`config.mk`:
```
export PLATFORM = sky130hd
export DESIGN_NAME = cepm_core
export DESIGN_NICKNAME = d
export VERILOG_FILES = /design/src/inc/cepm_pkg.sv /design/src/hdl/cepm_core.sv
export SDC_FILE = /design/constraint.sdc
export NUM_CORES = 1
export LEC_CHECK = 0
export ABC_CLOCK_PERIOD_IN_PS = 3600
export BUFFER_PORTS_ARGS = -buffer_cell sky130_fd_sc_hd__buf_2
export CAP_MARGIN = 20
export CORE_MARGIN = 5
export CORE_UTILIZATION = 50
export DETAILED_ROUTE_END_ITERATION = 16
export GPL_ROUTABILITY_DRIVEN = 0
export PLACE_DENSITY = 0.83
export SYNTH_ARGS = -nofsm -noshare
export SYNTH_HDL_FRONTEND = slang
export SYNTH_SLANG_ARGS = --single-unit
```
`constraint.sdc`:
```
create_clock -name clk_i -period 3.6 [get_ports clk_i]
set_clock_uncertainty 0.05 [all_clocks]
set_input_delay 0.72 -clock clk_i [delete_from_list [all_inputs] [get_ports clk_i]]
set_output_delay 0.72 -clock clk_i [all_outputs]
set_load 0.01 [all_outputs]
```
`src/inc/cepm_pkg.sv`:
```
// Purpose: shared types and constants for the edge counter / period measure block
// Assumes: one 50 MHz clock, source, gate and aux pins asynchronous to it
// Notes:   modes are coded by the mode field of the cfg_i port
package cepm_pkg;

    localparam int unsigned CEPM_CNT_W  = 32;
    localparam logic [31:0] CEPM_CNT_RST = 32'h0000_0000;
    localparam logic [31:0] CEPM_CNT_ONE = 32'h0000_0001;

    // measurement modes
    typedef enum logic [2:0] {
        CEPM_MODE_EDGE      = 3'h0,
        CEPM_MODE_EDGE_BUF  = 3'h1,
        CEPM_MODE_EDGE_NCUM = 3'h2,
        CEPM_MODE_PW_SINGLE = 3'h3,
        CEPM_MODE_PW_BUF    = 3'h4,
        CEPM_MODE_PER_SGL   = 3'h5,
        CEPM_MODE_PER_BUF   = 3'h6,
        CEPM_MODE_SEMI_BUF  = 3'h7
    } cepm_mode_t;

    // count direction
    typedef enum logic [1:0] {
        CEPM_DIR_UP   = 2'h0,
        CEPM_DIR_DOWN = 2'h1,
        CEPM_DIR_PIN  = 2'h2
    } cepm_dir_t;

    // measurement state, gray along idle -> wait -> run -> done
    typedef enum logic [1:0] {
        CEPM_ST_IDLE = 2'b00,
        CEPM_ST_WAIT = 2'b01,
        CEPM_ST_RUN  = 2'b11,
        CEPM_ST_DONE = 2'b10
    } cepm_state_t;

    // configuration carrier
    typedef struct packed {
        cepm_mode_t mode;
        cepm_dir_t  dir;
        logic       src_fall;   // count falling source edges
        logic       gate_fall;  // gate active edge / low pulse / pause-low
        logic       pause_en;   // gate pauses counting in on-demand mode
    } cepm_cfg_t;

    // captured sample carrier
    typedef struct packed {
        logic                  valid;
        logic [CEPM_CNT_W-1:0] value;
    } cepm_sample_t;

endpackage

```
`src/hdl/cepm_core.sv`:
```
// Purpose: edge counting, pulse-width, period and semi-period measurement
// Assumes: source, gate and aux pins asynchronous; sampled by clk_i
// Notes:   buffered samples leave as a one-cycle strobe, no queue behind it
`timescale 1ns/1ps
module cepm_core
    import cepm_pkg::*;
#(
    parameter int unsigned CNT_W = CEPM_CNT_W
) (
    // clock and reset
    input  wire logic                     clk_i,
    input  wire logic                     sys_rst_i,
    // external pins
    input  wire logic                     source_i,
    input  wire logic                     gate_i,
    input  wire logic                     aux_dir_i,
    // control
    input  wire cepm_pkg::cepm_cfg_t      cfg_i,
    input  wire logic                     arm_i,
    input  wire logic                     disarm_i,
    // status and data
    output logic [CNT_W-1:0]              count_o,
    output logic [CNT_W-1:0]              save_o,
    output logic                          save_valid_o,
    output cepm_pkg::cepm_sample_t        sample_o,
    output logic                          armed_o,
    output logic                          done_o
);
    import cepm_pkg::*;

    // two-stage synchronisers, only stage two is read
    logic [2:0] sync1_reg;
    logic [2:0] sync2_reg;
    logic [1:0] prev_reg;

    always_ff @(posedge clk_i or posedge sys_rst_i) begin
        if (sys_rst_i) begin
            sync1_reg <= 3'h0;
            sync2_reg <= 3'h0;
            prev_reg  <= 2'h0;
        end else begin
            sync1_reg <= {aux_dir_i, gate_i, source_i};
            sync2_reg <= sync1_reg;
            prev_reg  <= sync2_reg[1:0];
        end
    end

    wire src_s  = sync2_reg[0];
    wire gate_s = sync2_reg[1];
    wire aux_s  = sync2_reg[2];

    // edge pulses, one cycle each
    wire src_rise  = src_s & ~prev_reg[0];
    wire src_fallp = ~src_s & prev_reg[0];
    wire gate_rise = gate_s & ~prev_reg[1];
    wire gate_fl   = ~gate_s & prev_reg[1];

    wire src_edge  = cfg_i.src_fall ? src_fallp : src_rise;
    // gate_fall selects falling active edge / low pulse / low pause
    wire gate_lead  = cfg_i.gate_fall ? gate_fl : gate_rise;
    wire gate_trail = cfg_i.gate_fall ? gate_rise : gate_fl;
    wire gate_any   = gate_rise | gate_fl;
    wire gate_act   = gate_s ^ cfg_i.gate_fall;

    // mode decode
    wire m_edge  = cfg_i.mode == CEPM_MODE_EDGE;
    wire m_ebuf  = cfg_i.mode == CEPM_MODE_EDGE_BUF;
    wire m_encum = cfg_i.mode == CEPM_MODE_EDGE_NCUM;
    wire m_pws   = cfg_i.mode == CEPM_MODE_PW_SINGLE;
    wire m_pwb   = cfg_i.mode == CEPM_MODE_PW_BUF;
    wire m_pers  = cfg_i.mode == CEPM_MODE_PER_SGL;
    wire m_perb  = cfg_i.mode == CEPM_MODE_PER_BUF;
    wire m_semi  = cfg_i.mode == CEPM_MODE_SEMI_BUF;
    wire m_pw    = m_pws | m_pwb;
    wire m_edgec = m_edge | m_ebuf | m_encum;

    cepm_state_t state_reg;
    cepm_state_t state_next;
    logic [CNT_W-1:0] cnt_reg;
    logic [CNT_W-1:0] cnt_next;
    logic [CNT_W-1:0] save_reg;
    logic             save_vld_reg;
    logic             smp_vld_reg;
    logic [CNT_W-1:0] smp_reg;

    wire running = state_reg == CEPM_ST_RUN;

    // pause only in on-demand edge counting
    wire paused = m_edge & cfg_i.pause_en & gate_act;

    // direction: edge modes only; measurements always count up
    wire dn = m_edgec & ((cfg_i.dir == CEPM_DIR_DOWN) |
              ((cfg_i.dir == CEPM_DIR_PIN) & ~aux_s));

    // capture event per mode while running
    wire cap_ebuf = (m_ebuf | m_encum) & gate_lead;
    wire cap_pw   = m_pw & gate_trail;
    wire cap_per  = (m_pers | m_perb) & gate_lead;
    wire cap_semi = m_semi & gate_any;
    wire capture  = running & (cap_ebuf | cap_pw | cap_per | cap_semi);

    // restart count after capture in interval modes
    wire clr_after = m_encum | m_pwb | m_perb | m_semi;
    wire single_stop = m_pws | m_pers;

    // count enable while running
    wire cnt_en = running & src_edge & ~paused & (~m_pw | gate_act);

    // source edge coinciding with capture lands in the next interval
    wire [CNT_W-1:0] cnt_step = dn ? (cnt_reg - CNT_W'(1)) : (cnt_reg + CNT_W'(1));
    wire [CNT_W-1:0] cnt_fresh = cnt_en ? CNT_W'(dn ? {CNT_W{1'b1}} : CNT_W'(1))
                                        : CNT_W'(0);

    always_comb begin
        state_next = state_reg;
        cnt_next   = cnt_reg;
        if (disarm_i) begin
            state_next = CEPM_ST_IDLE;
        end else if (arm_i) begin
            cnt_next = CNT_W'(0);
            // pulse width waits for a fresh active start; single period
            // needs its first active edge; other modes run at once
            if (m_pw | m_pers)
                state_next = CEPM_ST_WAIT;
            else
                state_next = CEPM_ST_RUN;
        end else begin
            case (state_reg)
                CEPM_ST_WAIT: begin
                    if (m_pw ? gate_lead : (m_pers & gate_lead))
                        state_next = CEPM_ST_RUN;
                end
                CEPM_ST_RUN: begin
                    if (capture & single_stop) begin
                        state_next = CEPM_ST_DONE;
                    end else if (capture & clr_after) begin
                        cnt_next = cnt_fresh;
                    end else if (cnt_en) begin
                        cnt_next = cnt_step;
                    end
                end
                CEPM_ST_DONE: begin
                    state_next = CEPM_ST_DONE;
                end
                default: begin
                    state_next = CEPM_ST_IDLE;
                end
            endcase
        end
    end

    // pulse width in buffered mode stays running; the count restarts on each trailing edge
    always_ff @(posedge clk_i or posedge sys_rst_i) begin
        if (sys_rst_i) begin
            state_reg <= CEPM_ST_IDLE;
            cnt_reg   <= CNT_W'(CEPM_CNT_RST);
        end else begin
            state_reg <= state_next;
            cnt_reg   <= cnt_next;
        end
    end

    // status from flops; next-state decode keeps them in step with state_reg
    wire armed_next = (state_next == CEPM_ST_RUN) | (state_next == CEPM_ST_WAIT);
    wire done_next  = state_next == CEPM_ST_DONE;
    logic armed_reg;
    logic done_reg;

    always_ff @(posedge clk_i or posedge sys_rst_i) begin
        if (sys_rst_i) begin
            armed_reg <= 1'b0;
            done_reg  <= 1'b0;
        end else begin
            armed_reg <= armed_next;
            done_reg  <= done_next;
        end
    end

    // save register and stream strobe
    always_ff @(posedge clk_i or posedge sys_rst_i) begin
        if (sys_rst_i) begin
            save_reg     <= CNT_W'(CEPM_CNT_RST);
            save_vld_reg <= 1'b0;
            smp_reg      <= CNT_W'(CEPM_CNT_RST);
            smp_vld_reg  <= 1'b0;
        end else begin
            smp_vld_reg <= capture & ~disarm_i & ~arm_i & ~single_stop;
            if (arm_i | disarm_i)
                save_vld_reg <= 1'b0;
            if (capture & ~disarm_i & ~arm_i) begin
                save_reg     <= cnt_reg;
                save_vld_reg <= 1'b1;
                smp_reg      <= cnt_reg;
            end
        end
    end

    assign count_o         = cnt_reg;
    assign save_o          = save_reg;
    assign save_valid_o    = save_vld_reg;
    assign sample_o.valid  = smp_vld_reg;
    assign sample_o.value  = smp_reg;
    assign armed_o         = armed_reg;
    assign done_o          = done_reg;

    // checks
    AST_SYNC_DELAY: assert property (@(posedge clk_i) disable iff (sys_rst_i)
        $rose(src_s) |-> $past(source_i, 2))
        else $error("source sync bypassed");
    AST_DISARM_STOPS: assert property (@(posedge clk_i) disable iff (sys_rst_i)
        disarm_i |=> !armed_o && $stable(cnt_reg))
        else $error("disarm did not stop counter");
    AST_ARM_CLEARS: assert property (@(posedge clk_i) disable iff (sys_rst_i)
        arm_i && !disarm_i |=> cnt_reg == '0)
        else $error("arm did not clear count");
    AST_COUNT_UP: assert property (@(posedge clk_i) disable iff (sys_rst_i)
        running && cnt_en && !capture && !dn && !arm_i && !disarm_i
        |=> cnt_reg == $past(cnt_reg) + CNT_W'(1))
        else $error("count did not increment");
    AST_COUNT_DOWN: assert property (@(posedge clk_i) disable iff (sys_rst_i)
        running && cnt_en && !capture && dn && !arm_i && !disarm_i
        |=> cnt_reg == $past(cnt_reg) - CNT_W'(1))
        else $error("count did not decrement");
    AST_PAUSE_HOLDS: assert property (@(posedge clk_i) disable iff (sys_rst_i)
        paused && running && !arm_i && !disarm_i |=> $stable(cnt_reg))
        else $error("counted while paused");
    AST_CUM_KEEP: assert property (@(posedge clk_i) disable iff (sys_rst_i)
        capture && m_ebuf && !cnt_en && !arm_i && !disarm_i |=> $stable(cnt_reg))
        else $error("cumulative count cleared");
    AST_SAVE_VALUE: assert property (@(posedge clk_i) disable iff (sys_rst_i)
        capture && !arm_i && !disarm_i |=> save_o == $past(cnt_reg) && save_valid_o)
        else $error("save register mismatch");
    AST_SINGLE_DONE: assert property (@(posedge clk_i) disable iff (sys_rst_i)
        done_o && !arm_i && !disarm_i |=> done_o && $stable(cnt_reg) && $stable(save_o))
        else $error("single measure not frozen");
    AST_PW_GATE: assert property (@(posedge clk_i) disable iff (sys_rst_i)
        m_pw && !gate_act && !capture && !arm_i && !disarm_i |=> $stable(cnt_reg))
        else $error("pulse width counted outside pulse");

    // buffered modes
    AST_NCUM_CLEAR: assert property (@(posedge clk_i) disable iff (sys_rst_i)
        capture && clr_after && !cnt_en && !arm_i && !disarm_i
        |=> cnt_reg == '0)
        else $error("interval count not cleared");
    AST_BUF_SAMPLE: assert property (@(posedge clk_i) disable iff (sys_rst_i)
        (m_ebuf || m_encum) && running && gate_lead && !arm_i && !disarm_i
        |=> sample_o.valid && sample_o.value == $past(cnt_reg))
        else $error("buffered edge sample missing");
    AST_RUN_AT_ARM: assert property (@(posedge clk_i) disable iff (sys_rst_i)
        arm_i && !disarm_i && (m_ebuf || m_encum || m_perb || m_semi)
        |=> armed_o && running)
        else $error("buffered mode did not start at arm");
    AST_PW_TRAIL: assert property (@(posedge clk_i) disable iff (sys_rst_i)
        m_pwb && running && gate_trail && !arm_i && !disarm_i
        |=> sample_o.valid && cnt_reg == '0)
        else $error("trailing edge not latched");
    AST_PER_CLEAR: assert property (@(posedge clk_i) disable iff (sys_rst_i)
        m_perb && capture && !cnt_en && !arm_i && !disarm_i
        |=> sample_o.valid && cnt_reg == '0)
        else $error("period not latched and restarted");
    AST_SEMI_EVERY: assert property (@(posedge clk_i) disable iff (sys_rst_i)
        m_semi && running && gate_any && !arm_i && !disarm_i
        |=> sample_o.valid && save_o == $past(cnt_reg))
        else $error("semi-period edge not latched");
    AST_MEAS_UP: assert property (@(posedge clk_i) disable iff (sys_rst_i)
        running && !m_edgec && cnt_en && !capture && !arm_i && !disarm_i
        |=> cnt_reg == $past(cnt_reg) + CNT_W'(1))
        else $error("measurement did not count up");

    // single modes
    AST_PW_WAITS: assert property (@(posedge clk_i) disable iff (sys_rst_i)
        arm_i && !disarm_i && m_pw
        |=> state_reg == CEPM_ST_WAIT && armed_o)
        else $error("pulse width did not wait for leading edge");
    AST_WAIT_IDLE: assert property (@(posedge clk_i) disable iff (sys_rst_i)
        state_reg == CEPM_ST_WAIT && !arm_i && !disarm_i
        |=> $stable(cnt_reg) && !sample_o.valid)
        else $error("counted while waiting");
    AST_PER_FIRST: assert property (@(posedge clk_i) disable iff (sys_rst_i)
        state_reg == CEPM_ST_WAIT && m_pers && gate_lead && !arm_i && !disarm_i
        |=> running && cnt_reg == '0)
        else $error("single period did not start on first edge");
    AST_SINGLE_STOPS: assert property (@(posedge clk_i) disable iff (sys_rst_i)
        capture && single_stop && !arm_i && !disarm_i
        |=> done_o && !armed_o)
        else $error("single measure did not stop");
    AST_SINGLE_QUIET: assert property (@(posedge clk_i) disable iff (sys_rst_i)
        (m_pws || m_pers) && !arm_i && !disarm_i
        |=> !sample_o.valid)
        else $error("single measure streamed a sample");

    // arm, disarm and idle
    AST_IDLE_FROZEN: assert property (@(posedge clk_i) disable iff (sys_rst_i)
        state_reg == CEPM_ST_IDLE && !arm_i
        |=> $stable(cnt_reg) && !sample_o.valid)
        else $error("idle counter moved");
    AST_NO_EDGE_STILL: assert property (@(posedge clk_i) disable iff (sys_rst_i)
        !src_edge && !capture && !arm_i && !disarm_i
        |=> $stable(cnt_reg))
        else $error("count moved without source edge");
    AST_SAVE_HOLDS: assert property (@(posedge clk_i) disable iff (sys_rst_i)
        !capture
        |=> $stable(save_o))
        else $error("save register moved without capture");
    AST_ARM_DROPS_VALID: assert property (@(posedge clk_i) disable iff (sys_rst_i)
        arm_i || disarm_i
        |=> !save_valid_o && !done_o)
        else $error("arm or disarm left stale status");
    AST_DISARM_QUIET: assert property (@(posedge clk_i) disable iff (sys_rst_i)
        disarm_i
        |=> !sample_o.valid && $stable(save_o))
        else $error("capture taken on disarm");

    COV_BUF_SAMPLE: cover property (@(posedge clk_i) disable iff (sys_rst_i)
        m_ebuf && sample_o.valid);
    COV_PER_DONE: cover property (@(posedge clk_i) disable iff (sys_rst_i)
        m_pers && $rose(done_o));
    COV_PW_DONE: cover property (@(posedge clk_i) disable iff (sys_rst_i)
        m_pws && $rose(done_o));
    COV_SEMI: cover property (@(posedge clk_i) disable iff (sys_rst_i)
        m_semi && sample_o.valid);
    COV_PW_BUF: cover property (@(posedge clk_i) disable iff (sys_rst_i)
        m_pwb && sample_o.valid);

endmodule

```
==> results.cfg, run 1 <==
[clock_tree]
clk_path_buf_depth = 2
path_clk_slew_ns = 0.07
postCtsHoldBufs = 0
clock-sinks = 77
cts_buffers = 9
htree_levels = 3
root_buffer = clkbuf_8
cts_setup_buffers = 0
cts_tree = done
ctsResizeCount = 0
clkLatencyLatePin_ns = 0.36

[timing]
setup_tns_ns = 0
max_slew_margin_pct = 36.24
finalCritPeriodShare_pct = 97.50
tightest_slew_ns = 0.9565
finalHoldViolations = 0
final.setup.worst_slack_ns = 0.08983
slew_viol_final = 0
layout_min_cycle_time_ns = 3.510
setup_violations = 0
fmax_mhz = 284.9

[placed_design]
dp_slack_ns = -0.3427
placed_cells = 828
portBuffers = 114
place_hpwl_um = 9662

[final_layout]
final_layout_size_suffix_gt1_share_pct = 34.89
syn_to_final_growth_pct = 22.68
mostFrequentLayoutCells = 114 x buf_2, 77 x dfrtp_1, 76 x nand2_1
layout_commonest_cell = buf_2
multiInputGateArea_um2 = 2865
fillCellCount = 847
fin_cells = 844
n_antenna_cell = 0
num-nets-final = 751
regArea_um2 = 1927

[critical_path]
arrival_ns = 3.70
cpPeakStageDelay_ns = 0.42
cp_top_family = simple AND/OR/NAND/NOR gates
crit_buf_inv = 4
endpoint_kind = flip-flop
worstSetupStartpointType = input port
crit_type = input port to flip-flop
path_cells = buf_2, and2_1, or3_1, clkinvlp_4, buf_12, buf_4, ha_1, o21ai_0, o22ai_1, nor2_1, nand3_1, a31oi_2, a21oi_1, or4_1, a32o_1
critical_path.slowest_cell = or3_1
cp.required_ns = 3.79
critPathMaxFanout = 15

[grt]
gr-total-overflow = 0
grt_pass1_vias = 4652
grt_max_degree = 78
antenna_found_initial = 0
grt_usage_pct = 20.00
grt_pass1_wl_um = 21060

[route]
vias = 4793
drt_iter0_drc = 317
wirelength_um = 12910
ant_nets = 0
first_pass_iters = 5
post-route-drc-count = 0
via_per_inst = 5.679
wire_per_inst_um = 15.29

[pwr]
p_leak_nw = 3.516
p_total_mw = 1.885
vdd_drop_max_uv = 230.7
power_density_nw_per_um2 = 296.0

[die]
io_pins = 115
dieArea_um2 = 12520
start_util_pct = 50.74
placementRows = 37
die_h_um = 111.9
core_area_um2 = 10230
die_x_um = 111.9

[logic_synthesis]
ys_seq_area_share_pct = 37.12
yosys_warnings = 0
synth_nets = 617
synth_top_area_share_pct = 37.12
synthFlopType = dfrtp_1
yosys.area.top_type = dfrtp_1
synth_cell_types = 60
yosys-top-cells-area = dfrtp_1 37%, ha_1 7.7%, mux2_2 6.7%, nand2_1 5.5%, buf_4 4.8%
synth_seq_cells = 77
syn-cell-area_um2 = 5191
syn_avg_cell_area_um2 = 9.123
synth_edf_count = 0
netlist_instances = 569
async_reset_ff_share_pct = 100.0

[run]
cap_viol_max_count = 0

[worst_hold_path]
worstHoldPathType = flip-flop to flip-flop

[outcome]
status = complete, no violations
## cell families (layout without fill, tap and decap cells)
group | count (synthesis) | count (layout) | synth area share [%]
xor+xnor | 25 | 25 | 4.218
mux | 39 | 39 | 8.580
simple gates | 178 | 178 | 15.83
fa+ha+maj | 33 | 33 | 8.098
flops | 77 | 77 | 37.12
compound gates | 142 | 142 | 17.57
buf+inv | 75 | 214 | 8.580
## synthesized netlist by cell type (4+ instances only)
library cell,number
mux2i_1,4
ha_1,32
dfrtp_1,77
a211oi_1,9
mux2_2,31
xnor2_1,15
nor2b_1,5
clkbuf_1,15
nand2_1,76
nand2b_1,7
buf_2,8
o211ai_1,10
and3_1,6
buf_4,33
nand4_1,8
a21oi_1,30
o21a_1,7
nor2_1,39
or3_1,5
o21ai_1,12
inv_1,14
a31oi_1,5
a21o_1,13
xor2_1,10
buf_6,4
nor3_1,7
nand3_1,9
or4_1,4
o21ai_0,29
## layout make-up
class,count,share of cell area [%]
flip-flops and latches,77,30.26
well taps,136,2.672
repair buffers,183,17.35
clock buffers,12,2.279
clock inverters,4,1.493
multi-input cells,417,44.99
inverters,15,0.9627
## power breakdown
| group | leakage (nW) | switching [mW] | internal [mW] | total (mW) |
|---|---|---|---|---|
| clock network | 0.121 | 0.310 | 0.479 | 0.789 |
| registers | 1.05 | 0.00858 | 0.875 | 0.883 |
| logic | 2.34 | 0.125 | 0.0873 | 0.213 |
| total | 3.52 | 0.444 | 1.44 | 1.88 |
## per-layer routing
layer,GRT usage (%),vias to the layer above,routed length [um]
li1,-,2271,-
met1,23.50,2308,5323
met2,34.85,182,6417
met3,4.185,32,830
met4,9.327,0,335
met5,0,-,0
## final timing paths
path | slack, ns | cells past startpoint | endpoint | startpoint
worst min-delay path | 0.30 | 0 | sync2_reg[2] | sync1_reg[2]
min in group asynchronous | 0.60 | 3 | sync1_reg[0] | sys_rst_i
max in group asynchronous | 2.28 | 3 | smp_reg[24] | sys_rst_i
worst max-delay path | 0.09 | 15 | count_o[31] | cfg_i[6]
worst min register to register | 0.30 | 0 | sync2_reg[2] | sync1_reg[2]
worst max register to register | 0.20 | 15 | count_o[31] | sync2_reg[2]
## stage by stage
stage / utilization (%) / hold slack [ns] / instance area [um2]
floorplan: - / 0.2812 / 5210
global placement: 59.59 / 0.2829 / 6097
detailed placement: 59.59 / 0.2847 / 6097
CTS: 61.94 / 0.3021 / 6337
global route: 62.25 / 0.3098 / 6369
finish: 62.25 / 0.3017 / 6369
(Power assumes the default switching activity.)
==> run 2: changes to the inputs <==
Settings changed: CELL_PAD_IN_SITES_DETAIL_PLACEMENT from default to 1, CELL_PAD_IN_SITES_GLOBAL_PLACEMENT from default to 2, CORE_UTILIZATION 50 to 30.
==> run 2 against run 1 <==
Against the previous run: core utilization fell by 23 points; die area rose by 60%; via count fell by 0.27%; critical path type unchanged; largest cell class unchanged.
==> results.cfg, run 2 (synthesis results as in run 1) <==
[route]
ant_nets = 0
post-route-drc-count = 0
wire_per_inst_um = 16.90
vias = 4780
wirelength_um = 16040
drt_iter0_drc = 211
via_per_inst = 5.037
first_pass_iters = 4

[final_layout]
mostFrequentLayoutCells = 114 x buf_2, 84 x buf_4, 77 x dfrtp_1
syn_to_final_growth_pct = 29.62
layout_commonest_cell = buf_2
num-nets-final = 767
n_antenna_cell = 0
final_layout_size_suffix_gt1_share_pct = 37.71
fin_cells = 949

[critical_path]
arrival_ns = 3.65
timing.rr.start = sync2_reg[2]
ff2ff_setup_slack_ns = 0.28
crit_type = input port to flip-flop
critPathMaxFanout = 15
cp.required_ns = 3.79
r2r_end = count_o[31]
cp_top_family = simple AND/OR/NAND/NOR gates
crit_buf_inv = 3
path_cells = buf_2, and2_1, or3_4, clkinvlp_4, buf_12, ha_1, a211oi_1, o22ai_1, nor2_2, nand3_2, a31oi_4, a21oi_1, or4_1, a32o_1
worst_r2r_path_depth = 14
critical_path.slowest_cell = or4_1
worstSetupStartpointType = input port
cpPeakStageDelay_ns = 0.41
endpoint_kind = flip-flop

[grt]
grt_usage_pct = 16.33
grt_max_degree = 37
gr-total-overflow = 0
global_route.usage.met1_pct = 19.18
grt_pass1_vias = 5234
antenna_found_initial = 0
grt_pass1_wl_um = 26560
busiest_layer = met2
grt_use_met3_pct = 3.101
grt_use_met2_pct = 29.26

[die]
die_h_um = 141.5
dieArea_um2 = 20040
die_x_um = 141.5
io_pins = 115
start_util_pct = 30.33
core_area_um2 = 17120
placementRows = 48

[timing]
layout_min_cycle_time_ns = 3.468
final.setup.worst_slack_ns = 0.1322
slew_viol_final = 0
tightest_slew_ns = 0.6817
finalHoldViolations = 0
fin_hold_ws_ns = 0.3076
rsz0062_at_grt = false
finalCritPeriodShare_pct = 96.33
setup_violations = 0
fmax_mhz = 288.4
max_slew_margin_pct = 54.50
setup_tns_ns = 0

[clock_tree]
clkLatencyLatePin_ns = 0.35
cts_tree = done
htree_levels = 3
root_buffer = clkbuf_16
clk_path_buf_depth = 2
clock-sinks = 77
path_clk_slew_ns = 0.06
cts_buffers = 9

[worst_hold_path]
hold_end = sync2_reg[2]
holdPathStages = 0
hp-start = sync1_reg[2]
worstHoldPathType = flip-flop to flip-flop

[placed_design]
portBuffers = 114
place_hpwl_um = 12400
dp_slack_ns = -0.4545
placed_cells = 932

[pwr]
power_density_nw_per_um2 = 310.4
vdd_drop_max_uv = 194.9
p_leak_nw = 3.636
p_total_mw = 2.089

[run]
cap_viol_max_count = 0

[outcome]
status = complete, no violations
==> run 2: cell types whose count changed in the layout (fill, tap and decap cells not counted), moves of 2 or more <==
cell        before  now
a211oi_2         1    3
clkinv_2         2    4
o21ai_1         12   16
o2111ai_2        0    2
o21ai_0         28   24
clkinvlp_4       1    3
o2111ai_1        3    1
clkbuf_16        0    9
buf_4           67   84
clkbuf_8        10    0
clkbuf_1         2    0
a211oi_1         8    6
==> run 2: what timing repair did <==
action,4_1_cts,5_1_grt
setup endpoints to repair,2,9
gates resized for setup,4,19
hold buffers,0,0
pin swaps,0,4
setup buffers,0,1
==> run 2: where the power goes <==
part           leakage, nW  total (mW)  switching (mW)  internal, mW
Sequential            1.05       0.885         0.00891         0.876
Clock                0.151       0.977           0.374         0.603
Combinational         2.43       0.227           0.134        0.0933
==> run 2: how the worst max path moves through the flow <==
stage               slack, ns          end  cells after the start      from
detailed placement      -0.45  count_o[29]                     14  cfg_i[6]
floorplan               -0.32  count_o[31]                     14  cfg_i[5]
global placement        -0.31  count_o[31]                     14  cfg_i[6]
global route             0.02  count_o[31]                     16  cfg_i[3]
finish                   0.13  count_o[31]                     14  cfg_i[6]
CTS                     0.009  count_o[31]                     14  cfg_i[6]
==> run 2: layout make-up <==
class | instances | area (um2)
Clock inverter | 7 | 90.09
Timing Repair Buffer | 199 | 1221
Inverter | 15 | 61.31
Clock buffer | 9 | 225.2
Tap cell | 225 | 281.5
Sequential cell | 77 | 1927
Fill cell | 2029 | 10390
Multi-Input combinational cell | 417 | 2923
==> run 2: worst register-to-register path, stage by stage (launching register included) <==
cell,delay (ns)
dfrtp_1,0.37
nor2_1,0.08
mux2i_1,0.07
or3_4,0.36
clkinvlp_4,0.12
buf_12,0.15
ha_1,0.28
a211oi_1,0.27
o22ai_1,0.13
nor2_2,0.16
nand3_2,0.14
a31oi_4,0.24
a21oi_1,0.13
or4_1,0.41
a32o_1,0.26
==> run 2: routing by layer <==
metal / wire (um) / share of wire [%]
met2: 8207 / 51
met5: 0 / 0
met3: 557 / 3.5
met1: 6889 / 43
met4: 383 / 2.4
==> run 2: metrics by stage <==
step / area, um2 / util [%]
2_1_floorplan: 5210 / -
6_report: 6729 / 39.31
3_5_place_dp: 6321 / 36.93
3_3_place_gp: 6321 / 36.93
4_1_cts: 6656 / 38.89
5_1_grt: 6729 / 39.31
==> run 3: changes to the inputs <==
Settings changed: CORE_ASPECT_RATIO from default to 0.6, SLEW_MARGIN from default to 0.
==> run 3 against run 2 <==
Against the previous run: register-to-register slack about the same; worst hold slack worse by 0.12 ns; routed wire length increased by 3.3%; maximum frequency is 0.33% higher; die area is 0.43% higher; clock power down 4.2%; non-clock buffer count is 3 higher; global-route usage is 0.31 points higher; critical path depth rose by 1; core utilization grew 0.23 points; critical endpoint is now count_o[30]; largest cell class unchanged.
==> results.cfg, run 3 (synthesis results as in run 1) <==
[die]
die_h_um = 111.9
start_util_pct = 30.39
dieArea_um2 = 20120
io_pins = 115
core_area_um2 = 17080
die_x_um = 179.8
placementRows = 37

[timing]
max_slew_margin_pct = 61.56
final.setup.worst_slack_ns = 0.1437
slew_viol_final = 0
rsz0062_at_grt = true
finalHoldViolations = 0
finalCritPeriodShare_pct = 96.01
setup_violations = 0
layout_min_cycle_time_ns = 3.456
fmax_mhz = 289.3
tightest_slew_ns = 0.5766

[route]
post-route-drc-count = 0
wirelength_um = 16560
drt_iter0_drc = 179
ant_nets = 0
via_per_inst = 5.010
vias = 4815
first_pass_iters = 4
wire_per_inst_um = 17.23

[final_layout]
num-nets-final = 770
mostFrequentLayoutCells = 114 x buf_2, 86 x buf_4, 77 x dfrtp_1
layout_commonest_cell = buf_2
utilization_pct = 39.54
n_antenna_cell = 0
fin_cells = 961
syn_to_final_growth_pct = 30.13
fin_area_um2 = 6755
final_layout_size_suffix_gt1_share_pct = 38.24

[critical_path]
critPathMaxFanout = 14
worstSetupStartpointType = input port
worst_r2r_path_depth = 15
endpoint_kind = flip-flop
crit_type = input port to flip-flop
cp.required_ns = 3.76
arrival_ns = 3.61

[pwr]
p_leak_nw = 3.646
p_total_mw = 2.055
power_density_nw_per_um2 = 304.3
vdd_drop_max_uv = 164.4

[grt]
grt_max_degree = 43
grt_use_met2_pct = 27.26
gr-total-overflow = 0
antenna_found_initial = 0
global_route.usage.met1_pct = 22.74
grt_pass1_vias = 5261
busiest_layer = met2
grt_usage_pct = 16.64
grt_use_met3_pct = 3.689
grt_pass1_wl_um = 27680

[clock_tree]
htree_levels = 3
root_buffer = clkbuf_16
path_clk_slew_ns = 0.06
cts_buffers = 9
clkLatencyLatePin_ns = 0.35
cts_tree = done
clock-sinks = 77
clk_path_buf_depth = 2

[placed_design]
dpl_cell_area_um2 = 6355
portBuffers = 114
place_hpwl_um = 13000
placed_cells = 944
dp_slack_ns = -0.4141

[worst_hold_path]
worstHoldPathType = input port to async pin

[outcome]
status = complete, no violations

[run]
cap_viol_max_count = 0
==> run 3: power breakdown <==
group / total (mW) / internal (mW) / switching, mW
clock: 0.936 / 0.553 / 0.382
combinational: 0.234 / 0.0970 / 0.137
sequential: 0.885 / 0.876 / 0.00915
total: 2.06 / 1.53 / 0.529
==> run 3: stage by stage <==
stage | TNS, ns | hold WS [ns]
global route | -0.06766 | 0.1881
finish | 0 | 0.1895
floorplan | -1.439 | 0.2812
CTS | 0 | 0.1834
detailed placement | -3.017 | 0.3017
global placement | -2.039 | 0.2860
==> run 3: per-layer routing <==
metal	wire [um]	share of wire, %
met1	7985	48
met2	7752	47
met3	702	4.2
met4	121	0.73
met5	0	0
==> run 3: final timing paths <==
path / from / to / slack, ns
max: cfg_i[6] / count_o[30] / 0.14
min: sys_rst_i / count_o[28] / 0.19
max reg2reg: sync2_reg[2] / count_o[30] / 0.28
min reg2reg: sync1_reg[1] / sync2_reg[1] / 0.31
max in group asynchronous: sys_rst_i / count_o[10] / 2.53
min in group clk_i: sync1_reg[1] / sync2_reg[1] / 0.31
==> run 3: what timing repair did <==
item	4_1_cts	5_1_grt
endpoints found under the setup margin	1	10
resized for setup	1	24
hold buffers	0	0
pin swaps	0	5
buffers inserted	0	1
==> run 3: critical path: stages <==
cell        delay [ns]
buf_2             0.10
and2_1            0.16
or3_4             0.39
clkinvlp_4        0.13
buf_12            0.15
buf_4             0.12
ha_1              0.28
a21o_1            0.21
a21o_1            0.18
a21o_1            0.19
a211oi_2          0.28
a21boi_2          0.14
a211oi_1          0.28
xor2_1            0.18
o211ai_1          0.10
==> run 3: layout make-up <==
type | instances | area (um2)
clock inverters | 6 | 62.56
clock buffers | 10 | 239.0
well taps | 234 | 292.8
multi-input cells | 417 | 2925
fillers | 2034 | 10330
flip-flops and latches | 77 | 1927
inverters | 15 | 61.31
repair buffers | 202 | 1247
